**config.mk**
```make
export PLATFORM = sky130hd
export DESIGN_NAME = adcc_control
export DESIGN_NICKNAME = d
export VERILOG_FILES = /design/src/rtl/adcc_pkg.sv /design/src/rtl/adcc_control.sv
export SDC_FILE = /design/constraint.sdc
export NUM_CORES = 1
export LEC_CHECK = 0
export ABC_AREA = 0
export BUFFER_PORTS_ARGS = -buffer_cell sky130_fd_sc_hd__buf_2
export CORE_ASPECT_RATIO = 1.2
export CORE_MARGIN = 2
export CORE_UTILIZATION = 67
export CTS_BUF_LIST = sky130_fd_sc_hd__clkbuf_2
export DETAILED_ROUTE_END_ITERATION = 7
export PLACE_DENSITY = 0.89
export SLEW_MARGIN = 20
export SYNTH_ARGS = -nofsm -noshare
export SYNTH_HDL_FRONTEND = slang
export SYNTH_SLANG_ARGS = --single-unit
```
**constraint.sdc**
```tcl
create_clock -name sys_clk -period 10.7 [get_ports sys_clk]
set_input_delay 0.535 -clock sys_clk [delete_from_list [all_inputs] [get_ports sys_clk]]
set_output_delay 0.535 -clock sys_clk [all_outputs]
set_load 0.05 [all_outputs]
```
**src/rtl/adcc_pkg.sv**
```systemverilog
// Constants, tables and types shared by the converter control block.
package adcc_pkg;

  // Clock and time base.
  localparam int unsigned CLK_HZ = 200_000_000;
  localparam int unsigned OSC_HZ = 1_000_000;
  localparam int unsigned MOD_DIV = 4;
  localparam int unsigned MOD_HZ = OSC_HZ / MOD_DIV;
  localparam int unsigned OSC_DIV_CYC = CLK_HZ / OSC_HZ;
  localparam int unsigned RDY_PULSE_NS = 8000;
  localparam int unsigned RDY_PULSE_CYC =
    RDY_PULSE_NS / (1_000_000_000 / CLK_HZ);

  // Register indices on the plain port.
  localparam logic [2:0] REG_RESULT = 3'h0;
  localparam logic [2:0] REG_CONFIG = 3'h1;
  localparam logic [2:0] REG_LOWER = 3'h2;
  localparam logic [2:0] REG_UPPER = 3'h3;
  localparam logic [2:0] REG_STATUS = 3'h4;

  // Configuration field positions.
  localparam int CFG_START = 15;
  localparam int CFG_GAIN_LSB = 9;
  localparam int CFG_MODE = 8;
  localparam int CFG_RATE_LSB = 5;
  localparam int CFG_STYLE = 4;
  localparam int CFG_POL = 3;
  localparam int CFG_LATCH = 2;
  localparam int CFG_COUNT_LSB = 0;

  // Reset values, fixed gain code and general-call reset byte.
  localparam logic [2:0] GAIN_RST = 3'h2;
  localparam logic MODE_RST = 1'b1;
  localparam logic [2:0] RATE_RST = 3'h4;
  localparam logic [1:0] COUNT_OFF = 2'h3;
  localparam logic [15:0] LOWER_RST = 16'h8000;
  localparam logic [15:0] UPPER_RST = 16'h7fff;
  localparam logic [2:0] GAIN_FIXED = 3'h2;
  localparam logic [7:0] GCALL_RESET = 8'h06;

  // Full-scale half range in mV per gain code, and code step in pV.
  localparam logic [12:0] FSR_MV [8] =
    '{13'd6144, 13'd4096, 13'd2048, 13'd1024,
      13'd512, 13'd256, 13'd256, 13'd256};

  function automatic logic [31:0] lsb_pv(input logic [12:0] mv);
    lsb_pv = 32'(64'(mv) * 64'd2_000_000_000 / 64'd65536);
  endfunction

  // Modulator ticks per conversion, rounded up.
  function automatic logic [14:0] conv_ticks(input int unsigned sps);
    conv_ticks = 15'((MOD_HZ + sps - 1) / sps);
  endfunction

  localparam logic [14:0] CONV_TICKS [8] =
    '{conv_ticks(8), conv_ticks(16), conv_ticks(32), conv_ticks(64),
      conv_ticks(128), conv_ticks(250), conv_ticks(475),
      conv_ticks(860)};

  typedef enum logic {ST_IDLE, ST_CONV} adcc_phase_t;

endpackage

```
**src/rtl/adcc_control.sv**
```systemverilog
// Converter control: timing, comparator, alert/ready pin and registers.
// Contract
// RULE1: Modulator tick is oscillator divided by four.
// RULE2: Gain field selects one of six ranges.
// RULE3: Code step is full-scale span over 65536.
// RULE4: Without gain stage, range fixed at 2.048 V.
// RULE5: Rate field picks one of eight rates.
// RULE6: Conversion lasts one output period.
// RULE7: Style bit picks traditional or window comparison.
// RULE8: Traditional: set above upper, clear below lower.
// RULE9: Window: alert when above upper or below lower.
// RULE10: Latched alert clears on result read or response.
// RULE11: Polarity bit picks pin level, default low.
// RULE12: Count field needs 1/2/4 results; 11b disables.
// RULE13: Limit sign bits select conversion-ready pin use.
// RULE14: Continuous ready mode pulses about 8 us.
// RULE15: Single-shot ready mode drives pin at completion.
// RULE16: Cleared alert re-arms; conversions undisturbed.
// RULE17: Open-drain pin released when comparator disabled.
// RULE18: Asserted devices answer the alert response address; the code answers only while the latch bit is set.
// RULE19: Lowest address wins and clears; losers keep alert.
// RULE20: Window status bit: 1 upper, 0 lower.
// RULE21: Reset restores defaults and powers down.
// RULE22: General-call byte 06h resets like power-up.
// RULE23: Mode bit: 1 single-shot, 0 continuous.
// RULE24: Signed compare once per new result.
`timescale 1ns/1ps

module adcc_control #(
  parameter bit HAS_GAIN_STAGE = 1'b1,
  parameter int unsigned OSC_DIV = adcc_pkg::OSC_DIV_CYC
) (
  // Clock and reset.
  input wire logic sys_clk,
  input wire logic reset_n,
  // Register port.
  input wire logic [2:0] reg_addr,
  input wire logic [15:0] reg_wdata,
  input wire logic reg_wr,
  input wire logic reg_rd,
  output logic [15:0] reg_rdata,
  // Digital filter side.
  input wire logic [15:0] filt_data,
  output logic modulator_rate,
  output logic conv_start,
  output logic conv_done,
  output logic [2:0] gain_range_sel,
  output logic [12:0] fsr_mv,
  output logic [31:0] lsb_pv,
  // Serial framer events.
  input wire logic ara_won,
  input wire logic gcall_valid,
  input wire logic [7:0] gcall_byte,
  output logic ara_respond,
  output logic ara_status,
  // Alert/ready open-drain pin.
  output logic alert_ready_pin_o,
  output logic alert_ready_pin_oe
);

  typedef struct packed {
    adcc_pkg::adcc_phase_t phase;
    logic [15:0] osc_cnt;
    logic [1:0] mod_cnt;
    logic mod_tick;
    logic [14:0] conv_cnt;
    logic [2:0] cur_rate;
    logic start_pend;
    logic conv_start;
    logic conv_done;
    logic [2:0] gain;
    logic mode;
    logic [2:0] rate;
    logic style;
    logic pol;
    logic latch;
    logic [1:0] count_sel;
    logic [15:0] upper;
    logic [15:0] lower;
    logic [15:0] result;
    logic [2:0] fault_cnt;
    logic alert;
    logic hi;
    logic [10:0] rdy_cnt;
    logic rdy_level;
    logic [15:0] rdata;
    logic [2:0] gain_eff;
    logic [12:0] fsr;
    logic [31:0] lsb;
    logic pin_oe;
    logic ara_resp;
  } adcc_st_t;

  // Power-up defaults; the general-call reset reuses them.
  function automatic adcc_st_t rst_val();
    adcc_st_t r;
    r = '0;
    r.phase = adcc_pkg::ST_IDLE;
    r.gain = adcc_pkg::GAIN_RST;
    r.mode = adcc_pkg::MODE_RST;
    r.rate = adcc_pkg::RATE_RST;
    r.count_sel = adcc_pkg::COUNT_OFF;
    r.upper = adcc_pkg::UPPER_RST;
    r.lower = adcc_pkg::LOWER_RST;
    r.gain_eff = adcc_pkg::GAIN_RST;
    r.fsr = adcc_pkg::FSR_MV[adcc_pkg::GAIN_RST];
    r.lsb = adcc_pkg::lsb_pv(adcc_pkg::FSR_MV[adcc_pkg::GAIN_RST]);
    return r;
  endfunction

  localparam logic [10:0] RDY_CYC = 11'(adcc_pkg::RDY_PULSE_CYC);

  adcc_st_t st_ff;
  adcc_st_t nxt_st;

  logic osc_tick;
  logic rdy_mode;
  logic cmp_on;
  logic out_hi;
  logic out_lo;
  logic out_any;
  logic reach;
  logic clr;
  logic pin_assert;
  logic [2:0] need;
  logic [2:0] cnt_new;
  logic [2:0] gsel;

  ////////////////////////////////////////////////////////////////////////////
  always_comb begin
    nxt_st = st_ff;
    nxt_st.mod_tick = 1'b0;
    nxt_st.conv_start = 1'b0;
    nxt_st.conv_done = 1'b0;
    osc_tick = (st_ff.osc_cnt == 16'(OSC_DIV - 1));
    rdy_mode = st_ff.upper[15] & ~st_ff.lower[15]
      & (st_ff.count_sel != adcc_pkg::COUNT_OFF); // see RULE13
    cmp_on = (st_ff.count_sel != adcc_pkg::COUNT_OFF) & ~rdy_mode;
    need = 3'h1 << st_ff.count_sel; // see RULE12
    out_hi = $signed(filt_data) > $signed(st_ff.upper); // see RULE24
    out_lo = $signed(filt_data) < $signed(st_ff.lower); // see RULE24
    out_any = st_ff.style ? (out_hi | out_lo) : out_hi; // see RULE7
    cnt_new = 3'h0;
    reach = 1'b0;
    clr = (reg_rd & (reg_addr == adcc_pkg::REG_RESULT)) | ara_won;
    pin_assert = 1'b0;
    gsel = 3'h0;

    // Oscillator and modulator dividers.
    nxt_st.osc_cnt = osc_tick ? 16'h0 : st_ff.osc_cnt + 16'h1;
    if (osc_tick) begin
      nxt_st.mod_cnt = st_ff.mod_cnt + 2'h1;
      nxt_st.mod_tick = (st_ff.mod_cnt == 2'(adcc_pkg::MOD_DIV - 1)); // see RULE1
    end

    // Register writes.
    if (reg_wr) begin
      unique case (reg_addr)
        adcc_pkg::REG_CONFIG: begin
          nxt_st.gain = reg_wdata[adcc_pkg::CFG_GAIN_LSB +: 3]; // see RULE2
          nxt_st.mode = reg_wdata[adcc_pkg::CFG_MODE]; // see RULE23
          nxt_st.rate = reg_wdata[adcc_pkg::CFG_RATE_LSB +: 3]; // see RULE5
          nxt_st.style = reg_wdata[adcc_pkg::CFG_STYLE];
          nxt_st.pol = reg_wdata[adcc_pkg::CFG_POL]; // see RULE11
          nxt_st.latch = reg_wdata[adcc_pkg::CFG_LATCH];
          nxt_st.count_sel = reg_wdata[adcc_pkg::CFG_COUNT_LSB +: 2];
          // A start request during a conversion is dropped.
          if (reg_wdata[adcc_pkg::CFG_START] &&
              st_ff.phase == adcc_pkg::ST_IDLE) begin
            nxt_st.start_pend = 1'b1;
          end
        end
        adcc_pkg::REG_LOWER: nxt_st.lower = reg_wdata;
        adcc_pkg::REG_UPPER: nxt_st.upper = reg_wdata;
        default: ;
      endcase
    end

    // Conversion sequencing; the rate is held for the whole conversion.
    unique case (st_ff.phase)
      adcc_pkg::ST_IDLE: begin
        if (!st_ff.mode || st_ff.start_pend) begin // see RULE23
          nxt_st.phase = adcc_pkg::ST_CONV;
          nxt_st.conv_cnt = 15'h0;
          nxt_st.cur_rate = st_ff.rate;
          nxt_st.start_pend = 1'b0;
          nxt_st.conv_start = 1'b1;
          nxt_st.rdy_level = 1'b0;
        end
      end
      adcc_pkg::ST_CONV: begin
        if (st_ff.mod_tick) begin
          if (st_ff.conv_cnt ==
              adcc_pkg::CONV_TICKS[st_ff.cur_rate] - 15'h1) begin // see RULE6
            nxt_st.result = filt_data;
            nxt_st.conv_done = 1'b1;
            nxt_st.conv_cnt = 15'h0;
            if (!st_ff.mode) begin
              nxt_st.cur_rate = st_ff.rate;
              nxt_st.conv_start = 1'b1;
            end else begin
              nxt_st.phase = adcc_pkg::ST_IDLE;
            end
          end else begin
            nxt_st.conv_cnt = st_ff.conv_cnt + 15'h1;
          end
        end
      end
    endcase

    // Comparator. The clear goes first so a fresh trip overrides it.
    if (clr) begin
      nxt_st.alert = 1'b0; // see RULE10 RULE19
    end
    if (!cmp_on) begin
      nxt_st.fault_cnt = 3'h0;
      if (!rdy_mode) begin
        nxt_st.alert = 1'b0; // see RULE12
      end
    end else if (nxt_st.conv_done) begin
      cnt_new = out_any ? ((st_ff.fault_cnt == 3'h4) ? 3'h4
        : st_ff.fault_cnt + 3'h1) : 3'h0;
      nxt_st.fault_cnt = cnt_new;
      reach = cnt_new >= need; // see RULE12
      if (reach) begin
        nxt_st.alert = 1'b1; // see RULE16
        nxt_st.hi = out_hi; // see RULE20
      end else if (!st_ff.latch) begin
        if (st_ff.style) begin
          nxt_st.alert = 1'b0; // see RULE9
        end else if (out_lo) begin
          nxt_st.alert = 1'b0; // see RULE8
        end
      end
    end

    // Conversion-ready signalling.
    if (nxt_st.conv_done && rdy_mode && !st_ff.mode) begin
      nxt_st.rdy_cnt = RDY_CYC; // see RULE14
    end else if (st_ff.rdy_cnt != 11'h0) begin
      nxt_st.rdy_cnt = st_ff.rdy_cnt - 11'h1;
    end
    if (nxt_st.conv_done && st_ff.mode) begin
      nxt_st.rdy_level = 1'b1; // see RULE15
    end

    // Read data, valid in the cycle after the strobe.
    nxt_st.rdata = 16'h0;
    if (reg_rd) begin
      unique case (reg_addr)
        adcc_pkg::REG_RESULT: nxt_st.rdata = st_ff.result;
        adcc_pkg::REG_CONFIG: nxt_st.rdata = {
          (st_ff.phase == adcc_pkg::ST_IDLE) & ~st_ff.start_pend,
          3'h0, st_ff.gain, st_ff.mode, st_ff.rate, st_ff.style,
          st_ff.pol, st_ff.latch, st_ff.count_sel};
        adcc_pkg::REG_LOWER: nxt_st.rdata = st_ff.lower;
        adcc_pkg::REG_UPPER: nxt_st.rdata = st_ff.upper;
        adcc_pkg::REG_STATUS: nxt_st.rdata = {11'h0, st_ff.fault_cnt,
          st_ff.hi, st_ff.alert};
        default: nxt_st.rdata = 16'h0;
      endcase
    end

    // General-call reset behaves as power-up.
    if (gcall_valid && gcall_byte == adcc_pkg::GCALL_RESET) begin
      nxt_st = rst_val(); // see RULE22
    end

    // Range outputs follow the final configuration.
    gsel = HAS_GAIN_STAGE ? nxt_st.gain : adcc_pkg::GAIN_FIXED; // see RULE4
    nxt_st.gain_eff = gsel;
    nxt_st.fsr = adcc_pkg::FSR_MV[gsel]; // see RULE2
    nxt_st.lsb = adcc_pkg::lsb_pv(adcc_pkg::FSR_MV[gsel]); // see RULE3

    // Pin drive from the final state. Output enable high drives the pin low.
    if (nxt_st.upper[15] && !nxt_st.lower[15] &&
        nxt_st.count_sel != adcc_pkg::COUNT_OFF) begin
      pin_assert = (nxt_st.rdy_cnt != 11'h0) | nxt_st.rdy_level;
    end else begin
      pin_assert = nxt_st.alert;
    end
    nxt_st.pin_oe = (nxt_st.count_sel != adcc_pkg::COUNT_OFF) &
      (pin_assert ^ nxt_st.pol); // see RULE11 RULE17
    nxt_st.ara_resp = nxt_st.alert & nxt_st.latch; // see RULE18
  end

  always_ff @(posedge sys_clk or negedge reset_n) begin
    if (!reset_n) begin
      st_ff <= rst_val(); // see RULE21
    end else begin
      st_ff <= nxt_st;
    end
  end

  assign reg_rdata = st_ff.rdata;
  assign modulator_rate = st_ff.mod_tick;
  assign conv_start = st_ff.conv_start;
  assign conv_done = st_ff.conv_done;
  assign gain_range_sel = st_ff.gain_eff;
  assign fsr_mv = st_ff.fsr;
  assign lsb_pv = st_ff.lsb;
  assign ara_respond = st_ff.ara_resp;
  assign ara_status = st_ff.hi;
  assign alert_ready_pin_o = 1'b0;
  assign alert_ready_pin_oe = st_ff.pin_oe;

  ////////////////////////////////////////////////////////////////////////////
  // Checks. The tick gap counter is helper logic for them only.
  logic [15:0] tick_gap_ff;
  logic seen_tick_ff;

  always_ff @(posedge sys_clk or negedge reset_n) begin
    if (!reset_n) begin
      tick_gap_ff <= 16'h0;
      seen_tick_ff <= 1'b0;
    end else if (gcall_valid && gcall_byte == adcc_pkg::GCALL_RESET) begin
      // The dividers restart here, so the next gap is not a full one.
      seen_tick_ff <= 1'b0;
    end else if (st_ff.mod_tick) begin
      tick_gap_ff <= 16'h1;
      seen_tick_ff <= 1'b1;
    end else begin
      tick_gap_ff <= tick_gap_ff + 16'h1;
    end
  end
endmodule

```
Yosys cells after proc, flatten, opt, wreduce, memory -nomap -nowiden:

Memories as Yosys holds them, arrays and structs flattened.
Index checks and enable logic that the tools add are counted.

* bits in registers: 177
* memories: 2
* ROM bits: 224

* reduce and logical (&&, ||, !) cells: 31
* $mul: 1
* bitwise gates (word level): 17
* muxes and demuxes: 54
* eq/ne operators: 16
* order comparisons: 5
* shift operators: 1
* $add $sub $neg: 6

Memory list
* (name not given): words 8, width 15, rd ports 1, clocked after memory_dff 0, wr ports 0, RTL line adcc_control.sv:194 `adcc_pkg::CONV_TICKS[st_ff.cur_rate] - 15'h1) begin`
* (name not given): words 8, width 13, rd ports 1, clocked after memory_dff 0, wr ports 0, RTL line adcc_control.sv:273 `nxt_st.lsb = adcc_pkg::lsb_pv(adcc_pkg::FSR_MV[gsel]);`

Operator list (number)
* $mux W184: 1
* $mux W16: 7
* $pmux W16 S5: 1
* $mux W15: 3
* $mux W44: 1
* $pmux W18 S2: 1
* $mul A13 B21 Y34 const B: 1
* $mux W13: 2
* $mux W1: 22
* $mux W11: 2
* $reduce_bool A11 Y1: 2
* $reduce_bool A2 Y1: 11
* $mux W20: 1
* $mux W18: 1
* $add A16 B1 Y16 const B: 1
* $eq A16 B8 Y1 const B: 1
* $gt A16 B16 Y1: 1
* $lt A16 B16 Y1: 1
* $add A15 B1 Y15 const B: 1
* $eq A15 B15 Y1: 1
* $mux W3: 5
* $sub A15 B1 Y15 const B: 1
* $mux W12: 1
* $sub A11 B1 Y11 const B: 1
* 29 further kinds: 61

Longest topological paths before layout:

Gate-level depths: netlist of run 1.

* depth after elaboration: 19
* gate-level depth with buffers: 23
* gate-level depth less buffers: 21

Least setup slack after synthesis of run 1:

Ideal clock, no wire load.

* path kind: input-to-reg
* from: input port gcall_byte[5]
* to: register st_ff (netlist bit lsb_pv[27])
* path slack: 5143 ps
* arrival time: 5463 ps
* data required time: 10606 ps
* stages: 21
* library setup time: 94 ps
* cell sequence: nor4b_1 > and4b_1 > clkbuf_1 > buf_1 > a21oi_1 > inv_1 > ha_1 > fa_1 > ha_1 > ha_1 > ha_1 > ha_1 > a21o_1 > a21o_1 > o311ai_0 > o2111ai_1 > a221oi_2 > nor2b_1 > o21ai_1 > nor2_1 > a211oi_1

RTL lines
* from (decl): RTL line adcc_control.sv:53 `input wire logic [7:0] gcall_byte,`
* to (signal assigned): RTL line adcc_control.sv:289 `st_ff <= rst_val();`
* to (signal assigned): RTL line adcc_control.sv:291 `st_ff <= nxt_st;`
* to (decl): RTL line adcc_control.sv:113 `adcc_st_t st_ff;`

==> flow_summary_export.csv, run 1 <==
group,metric,value,unit
detailed_routing,via_count,9182,
hold_path,hold_depth,3,
detailed_routing,via_per_inst,6.11,
cts,cts-htree-levels,4,
cts,clockRootBuffer,"clkbuf_2",
cts,clockBufferDepth,2,
grt,grt_pass1_wl,43800,um
critical_path,timing.rr.start,"gain_range_sel[0]$_DFF_PN0_",
placement,place_inst,1436,
cts,clk_pin_slew_worst_paths,0.23,ns
cells_and_area,layout.cells.non_filler,1504,
die,start_util,68.4,%
die,die_x,124,um
detailed_routing,wl_per_cell,17.9,um
cells_and_area,fin_nets,1463,
power,power.density,195,nW/um^2
hold_path,hp-start,"reg_rd",
synthesis,syn_area_per_cell,9.61,um^2
die,core_area,16900,um^2
critical_path,critPathRequiredTime,11.38,ns
critical_path,critical_path.startpoint,"reg_addr[0]",
sta,finalCriticalPeriod,6.24,ns
hold_path,hold_class,"in -> reg",
grt,gr-usage-all-layers,30.5,%
synthesis,syn_inst,1203,
grt,antenna_found_initial,3,
synthesis,ys.flop_type,"dfrtp_1",
sta,tightest_slew,0.964,ns
die,die-area,18300,um^2
cts,clkSinkCount,165,
cells_and_area,area_growth_syn_to_layout,6.98,%
run,drv_cap,0,
critical_path,cp_max_fo,33,
synthesis,synth_area,11600,um^2
cts,clk_latency,0.76,ns
detailed_routing,drt-met1-wl,10600,um
sta,min_period_over_period,58.3,%
power,power.total,2410,uW
sta,drv_slew,0,
synthesis,synth_cell_types,90,
synthesis,synthArstFlopShare,100,%
cells_and_area,drive_gt1_share,18.0,%
detailed_routing,finalWirelength,27000,um
die,rows,52,
run_status,status,"completed",
detailed_routing,drc,0,
sta,hold_viol,0,
sta,rsz0062_at_grt,"no",
detailed_routing,drt_iter0_drc,722,
synthesis,synth_edf_count,0,
synthesis,ys_ff_latch,165,
sta,setup_tns,0,ns
critical_path,path_class,"in -> reg",
grt,grt_max_degree,89,
cts,cts_resized,0,
detailed_routing,met3WireLength,1520,um
placement,dpl_cell_area,11800,um^2
synthesis,yosysSeqAreaShare,36.1,%
power,leakagePower,0.00603,uW
grt,grt_pass1_vias,9148,
detailed_routing,wl_met2,13900,um
grt,grt_overflow,0,
critical_path,cp-end-kind,"flip-flop",
cells_and_area,fin_area,12400,um^2
die,die_h,148,um
sta,slew_headroom,35.7,%
critical_path,worstRegToRegCells,19,
placement,port-buffer-count,104,
detailed_routing,top_layer_used,"met4",
sta,finClkSkew,0.0350,ns
detailed_routing,ant_nets,0,
sta,setup_violations,0,
critical_path,cp_data_arrival_time,6.92,ns
cts,numCtsBuffers,17,
cts,cts_tree,"done",
sta,fmax,160,MHz
placement,globalplace.congestion,0.934,
synthesis,yosysWarnings,0,
power,ir_drop,214,uV
placement,place_hpwl,19100,um
die,ios,120,
detailed_routing,first_pass_iters,8,
critical_path,worstSetupStartpointType,"input port",
==> Yosys cell counts (8+ instances only) <==
cell type,n,area share [%]
mux4_2,8,1.6
o21ai_0,26,1.1
a22oi_1,16,1.0
inv_1,67,2.2
fa_1,15,2.6
mux2i_1,9,0.78
and3_1,11,0.60
a21o_1,18,1.2
nor2_1,81,2.6
nand4_1,19,1.0
nand2b_1,8,0.43
and2_1,18,0.97
xnor2_1,27,2.0
nor2b_1,25,1.4
xor2_1,30,2.3
o211ai_1,18,1.2
a21oi_2,8,0.61
dfstp_2,35,8.0
dfrtp_1,130,28
a21oi_1,54,2.3
nor3_1,24,1.0
buf_4,65,4.2
nand2_1,153,5.0
nand2_2,8,0.43
ha_1,127,14
clkbuf_1,26,0.84
nand3_1,30,1.3
==> where the power goes <==
part	switching [uW]	leakage [uW]	total, uW	internal (uW)
clock	220	0.000170	378	158
combinational	728	0.00391	1160	431
sequential	88.6	0.00196	869	780
total	1040	0.00603	2410	1370
==> per-layer routing <==
| layer | vias to the layer above | track usage (%) |
|---|---|---|
| li1 | 4267 | - |
| met1 | 4503 | 36.7 |
| met2 | 325 | 52.7 |
| met3 | 87 | 5.59 |
| met4 | 0 | 13.5 |
| met5 | - | 0 |
==> area by class of cell <==
type                    count  area [um^2]
flip-flops and latches    165         4170
inverters                  68          255
diodes                      3         7.51
multi-input cells         878         6500
clock buffers              22          110
repair buffers            142          895
well taps                 216          270
clock inverters            10          156
fillers                  1167         4550
==> worst max-delay path: stages <==
cell	delay, ns
buf_2	0.56
and4bb_1	0.78
mux2i_1	0.36
o2111ai_1	0.30
nor3_1	0.68
ha_1	0.39
inv_1	0.10
fa_1	0.51
inv_1	0.04
ha_1	0.28
ha_1	0.20
ha_1	0.27
ha_1	0.33
o31a_1	0.34
o211ai_1	0.17
nor2_1	0.07
a221oi_2	0.32
nor2b_1	0.12
o21ai_1	0.29
nor2_1	0.09
a211oi_1	0.16
==> state kept, by name, indices dropped and copies added (netlist names) <==
signal              count
fsr_mv                  3
alert_ready_pin_oe      1
lsb_pv                 26
reg_rdata              16
modulator_rate          1
conv_done               1
gain_range_sel          3
conv_start              1
ara_status              1
ara_respond             1
st_ff                 111
==> cells by family after synthesis <==
family | count (synthesis) | synth area share (%)
AND/OR/NAND/NOR | 426 | 18.5
AO/OA/AOI/OAI | 209 | 12.9
buffers and inverters | 175 | 8.22
flip-flops | 165 | 36.1
adder cells (fa/ha/maj) | 142 | 16.3
XOR/XNOR | 59 | 4.65
multiplexers | 26 | 3.28
other | 1 | 0.0324
==> path summary, 6_finish.rpt <==
| kind | endpoint | slack, ns |
|---|---|---|
| min in group asynchronous | st_ff[172]$_DFF_PN0_ | 0.36 |
| max reg2reg | lsb_pv[27]$_DFF_PN0_ | 5.22 |
| min reg2reg | st_ff[167]$_DFF_PN0_ | 0.48 |
| max in group asynchronous | gain_range_sel[0]$_DFF_PN0_ | 8.85 |
| max | lsb_pv[27]$_DFF_PN0_ | 4.46 |
| min | reg_rdata[1]$_DFF_PN0_ | 0.22 |
==> through the flow <==
stage	hold WS (ns)	utilization, %	worst slack (ns)
after floorplan	0.239	-	5.14
after global placement	0.447	69.5	3.94
after detailed placement	0.461	69.5	3.71
final	0.221	73.1	4.46
after CTS	0.169	73.1	4.59
after global routing	0.191	73.1	4.01
==> cells in the final DEF (no fill, tap or decap), drive strengths merged, types with 8 or more instances in the layout <==
cell and instances:
a21oi 62, nor2 83, a22oi 16, xor2 30
o211ai 18, nor3 24, nor4 8, xnor2 28
conb 16, a21o 18, nand4 19, inv 69
and2 18, mux2i 12, o21ai 30, mux4 8
clkbuf 22, dfrtp 130, dfstp 35, fa 15
nor2b 25, ha 127, dlygate4sd3 33, and3 11
nand2b 8, buf 109, nand3 31, nand2 161
==> repair_timing <==
action                     in CTS  in global routing
setup endpoints to repair       0                  0
buffers inserted                0                  0
hold endpoints to repair      124                  0
hold buffers                   33                  0
Power figures use the tool's default switching activity.
==> run 2, diff against run 1 <==
--- a/config.mk
+++ b/config.mk
@@ -9,10 +9,10 @@
 export BUFFER_PORTS_ARGS = -buffer_cell sky130_fd_sc_hd__buf_2
 export CORE_ASPECT_RATIO = 1.2
 export CORE_MARGIN = 2
-export CORE_UTILIZATION = 67
+export CORE_UTILIZATION = 56
 export CTS_BUF_LIST = sky130_fd_sc_hd__clkbuf_2
 export DETAILED_ROUTE_END_ITERATION = 7
-export PLACE_DENSITY = 0.89
+export PLACE_DENSITY = 0.79
 export SLEW_MARGIN = 20
 export SYNTH_ARGS = -nofsm -noshare
 export SYNTH_HDL_FRONTEND = slang
==> constraint.sdc (replaced) <==
create_clock -name sys_clk -period 5.5 [get_ports sys_clk]
set_input_delay 0.275 -clock sys_clk [delete_from_list [all_inputs] [get_ports sys_clk]]
set_output_delay 0.275 -clock sys_clk [all_outputs]
set_load 0.05 [all_outputs]
==> run 2 against run 1 <==
Net effect:
- first-iteration DRC count fell by 7.3%
- sequential share of layout area fell by 0.57 points
- sequential power rose by 94%
- non-clock buffer count rose by 20
- die area rose by 19%
- largest power group unchanged
- highest routed layer unchanged
==> flow_summary_export.csv, run 2 (synthesis gave the netlist of run 1 again) <==
group,metric,value,unit
hold_path,worstHoldEndpoint,"gain_range_sel[2]$_DFF_PN0_",
cts,cts_tree,"done",
detailed_routing,drc,0,
placement,globalplace.congestion,0.861,
cts,cts-htree-levels,4,
detailed_routing,finalWirelength,27500,um
die,core_area,20300,um^2
cts,clockBufferDepth,2,
sta,slew_headroom,36.8,%
die,ios,120,
cts,post_cts_buffers,0,
critical_path,path_class,"in -> reg",
detailed_routing,wl_per_cell,17.5,um
die,rows,57,
cells_and_area,final_common_cell,"nand2_1",
critical_path,worstRegToRegCells,19,
grt,grt_overflow,0,
die,die-area,21800,um^2
run_status,status,"completed",
sta,hold_viol,0,
critical_path,critPathRequiredTime,6.19,ns
power,power.total,4680,uW
die,start_util,57.1,%
detailed_routing,ant_nets,0,
cells_and_area,area.sequential,4170,um^2
cells_and_area,largest_reg_flops,111,
cts,clkSinkCount,165,
cts,clockRootBuffer,"clkbuf_2",
cells_and_area,area_growth_syn_to_layout,8.83,%
detailed_routing,drt_iter0_drc,669,
sta,setup_violations,0,
cells_and_area,fin_nets,1483,
power,power.density,372,nW/um^2
grt,met1_usage,34.1,%
cells_and_area,drive_gt1_share,19.1,%
power,leakagePower,0.00612,uW
hold_path,hold_depth,4,
critical_path,crit_family,"adder cells",
placement,port-buffer-count,104,
critical_path,max_stage_delay,0.53,ns
sta,finClkSkew,0.0566,ns
grt,grt_pass1_wl,44800,um
cts,clk_latency,0.79,ns
grt,grt_max_degree,102,
cts,clk_pin_slew_worst_paths,0.24,ns
power,ir_drop,388,uV
cells_and_area,layout_common_cells,"nand2_1 (153), dfrtp_1 (130), ha_1 (126)",
critical_path,worstSetupStartpointType,"input port",
cells_and_area,regMostFlops,"st_ff",
grt,use_met2,43.5,%
hold_path,hold_class,"in -> reg",
critical_path,critical_path_buf_inv_count,4,
critical_path,timing.rr.end,"lsb_pv[27]$_DFF_PN0_",
critical_path,r2r_setup_slack,0.45,ns
grt,antenna_found_initial,1,
critical_path,cp_common_cell,"ha_1",
sta,timing.hold.ws,0.0512,ns
sta,fmax,197,MHz
grt,top_usage_layer,"met2",
run,drv_cap,0,
die,die_x,135,um
critical_path,cp_cell_sequence,"dlygate4sd3_1 > buf_2 > and4bb_2 > mux2i_1 > o2111ai_1 > and2_1 > ha_1 > inv_1 > fa_1 > inv_1 > ha_1 > ha_1 > ha_1 > ha_1 > o31a_1 > o211ai_1 > nor2_1 > a221oi_2 > nor2b_1 > o21ai_1 > nor2_1 > a211oi_1",
critical_path,cp_data_arrival_time,5.78,ns
critical_path,critical_path.slowest_cell,"dlygate4sd3_1",
placement,place_hpwl,19700,um
critical_path,cp-end-kind,"flip-flop",
sta,rsz0062_at_grt,"no",
sta,tightest_slew,0.947,ns
cells_and_area,fin_util,62.1,%
detailed_routing,first_pass_iters,5,
grt,gr-usage-all-layers,25.9,%
cells_and_area,fill_cells,1699,
cells_and_area,multi_input_area,6510,um^2
sta,min_period_over_period,92.5,%
grt,grt_use_met3,4.36,%
detailed_routing,via_count,9115,
critical_path,cp_max_fo,6,
critical_path,timing.rr.start,"gain_range_sel[1]$_DFF_PN1_",
cts,numCtsBuffers,17,
detailed_routing,via_per_inst,5.80,
grt,grt_pass1_vias,9006,
hold_path,hp-start,"gcall_byte[5]",
sta,drv_slew,0,
die,die_h,161,um
sta,finalCriticalPeriod,5.09,ns
## run 2: area by class of cell
cell class	instances	share of cell area [%]
repair buffers	162	8.42
diodes	1	0.0199
clock inverters	12	1.21
clock buffers	20	0.795
multi-input cells	878	51.7
well taps	265	2.63
flip-flops and latches	165	33.2
inverters	68	2.03
## run 2: routing by layer
layer	vias to the layer above	wire length [um]
met3	46	1420
met2	282	13700
li1	4315	-
met4	0	622
met1	4472	11800
met5	-	0
## run 2: worst reg2reg max path, stage by stage, from the launching register on
cell and delay (ns):
dfstp_2 0.63, inv_1 0.07, o211ai_1 0.31, nand3_1 0.21
inv_2 0.17, ha_2 0.28, fa_1 0.44, ha_1 0.31
ha_1 0.31, ha_1 0.30, ha_1 0.34, a21o_1 0.18
a21o_1 0.19, o311ai_0 0.11, o2111ai_1 0.20, a221oi_2 0.31
nor2b_1 0.11, o21ai_1 0.27, nor2_1 0.08, a211oi_1 0.17
## run 2: worst max path at each step
stage / start / to / slack [ns] / cells past startpoint
6_report: reg_addr[2] / lsb_pv[27]$_DFF_PN0_ / 0.41 / 22
2_1_floorplan: gcall_byte[5] / lsb_pv[27]$_DFF_PN0_ / 0.20 / 21
5_1_grt: gain_range_sel[1]$_DFF_PN1_ / lsb_pv[27]$_DFF_PN0_ / 0.005 / 19
3_5_place_dp: gcall_byte[5] / lsb_pv[27]$_DFF_PN0_ / -0.06 / 21
4_1_cts: reg_addr[2] / lsb_pv[27]$_DFF_PN0_ / 0.20 / 21
3_3_place_gp: reg_addr[2] / lsb_pv[27]$_DFF_PN0_ / 0.04 / 20
## run 2: stage by stage
stage / cell area [um^2] / std cells / TNS [ns] / worst slack (ns)
final: 12600 / 1571 / 0 / 0.411
after global routing: 12600 / 1571 / 0 / 0.00525
after CTS: 12600 / 1570 / 0 / 0.202
after detailed placement: 11900 / 1499 / -0.0589 / -0.0589
after global placement: 11900 / 1499 / 0 / 0.0427
after floorplan: 11600 / 1218 / 0 / 0.203
## run 2: timing repair
item,in CTS,in global routing
hold buffers,39,0
resized for setup,0,4
hold endpoints to repair,144,0
endpoints found under the setup margin,0,3
## run 2: power breakdown
| part | total (uW) | switching, uW | internal, uW |
|---|---|---|---|
| logic | 2290 | 1420 | 866 |
| registers | 1690 | 167 | 1520 |
| clock network | 710 | 448 | 262 |
| total | 4680 | 2040 | 2650 |
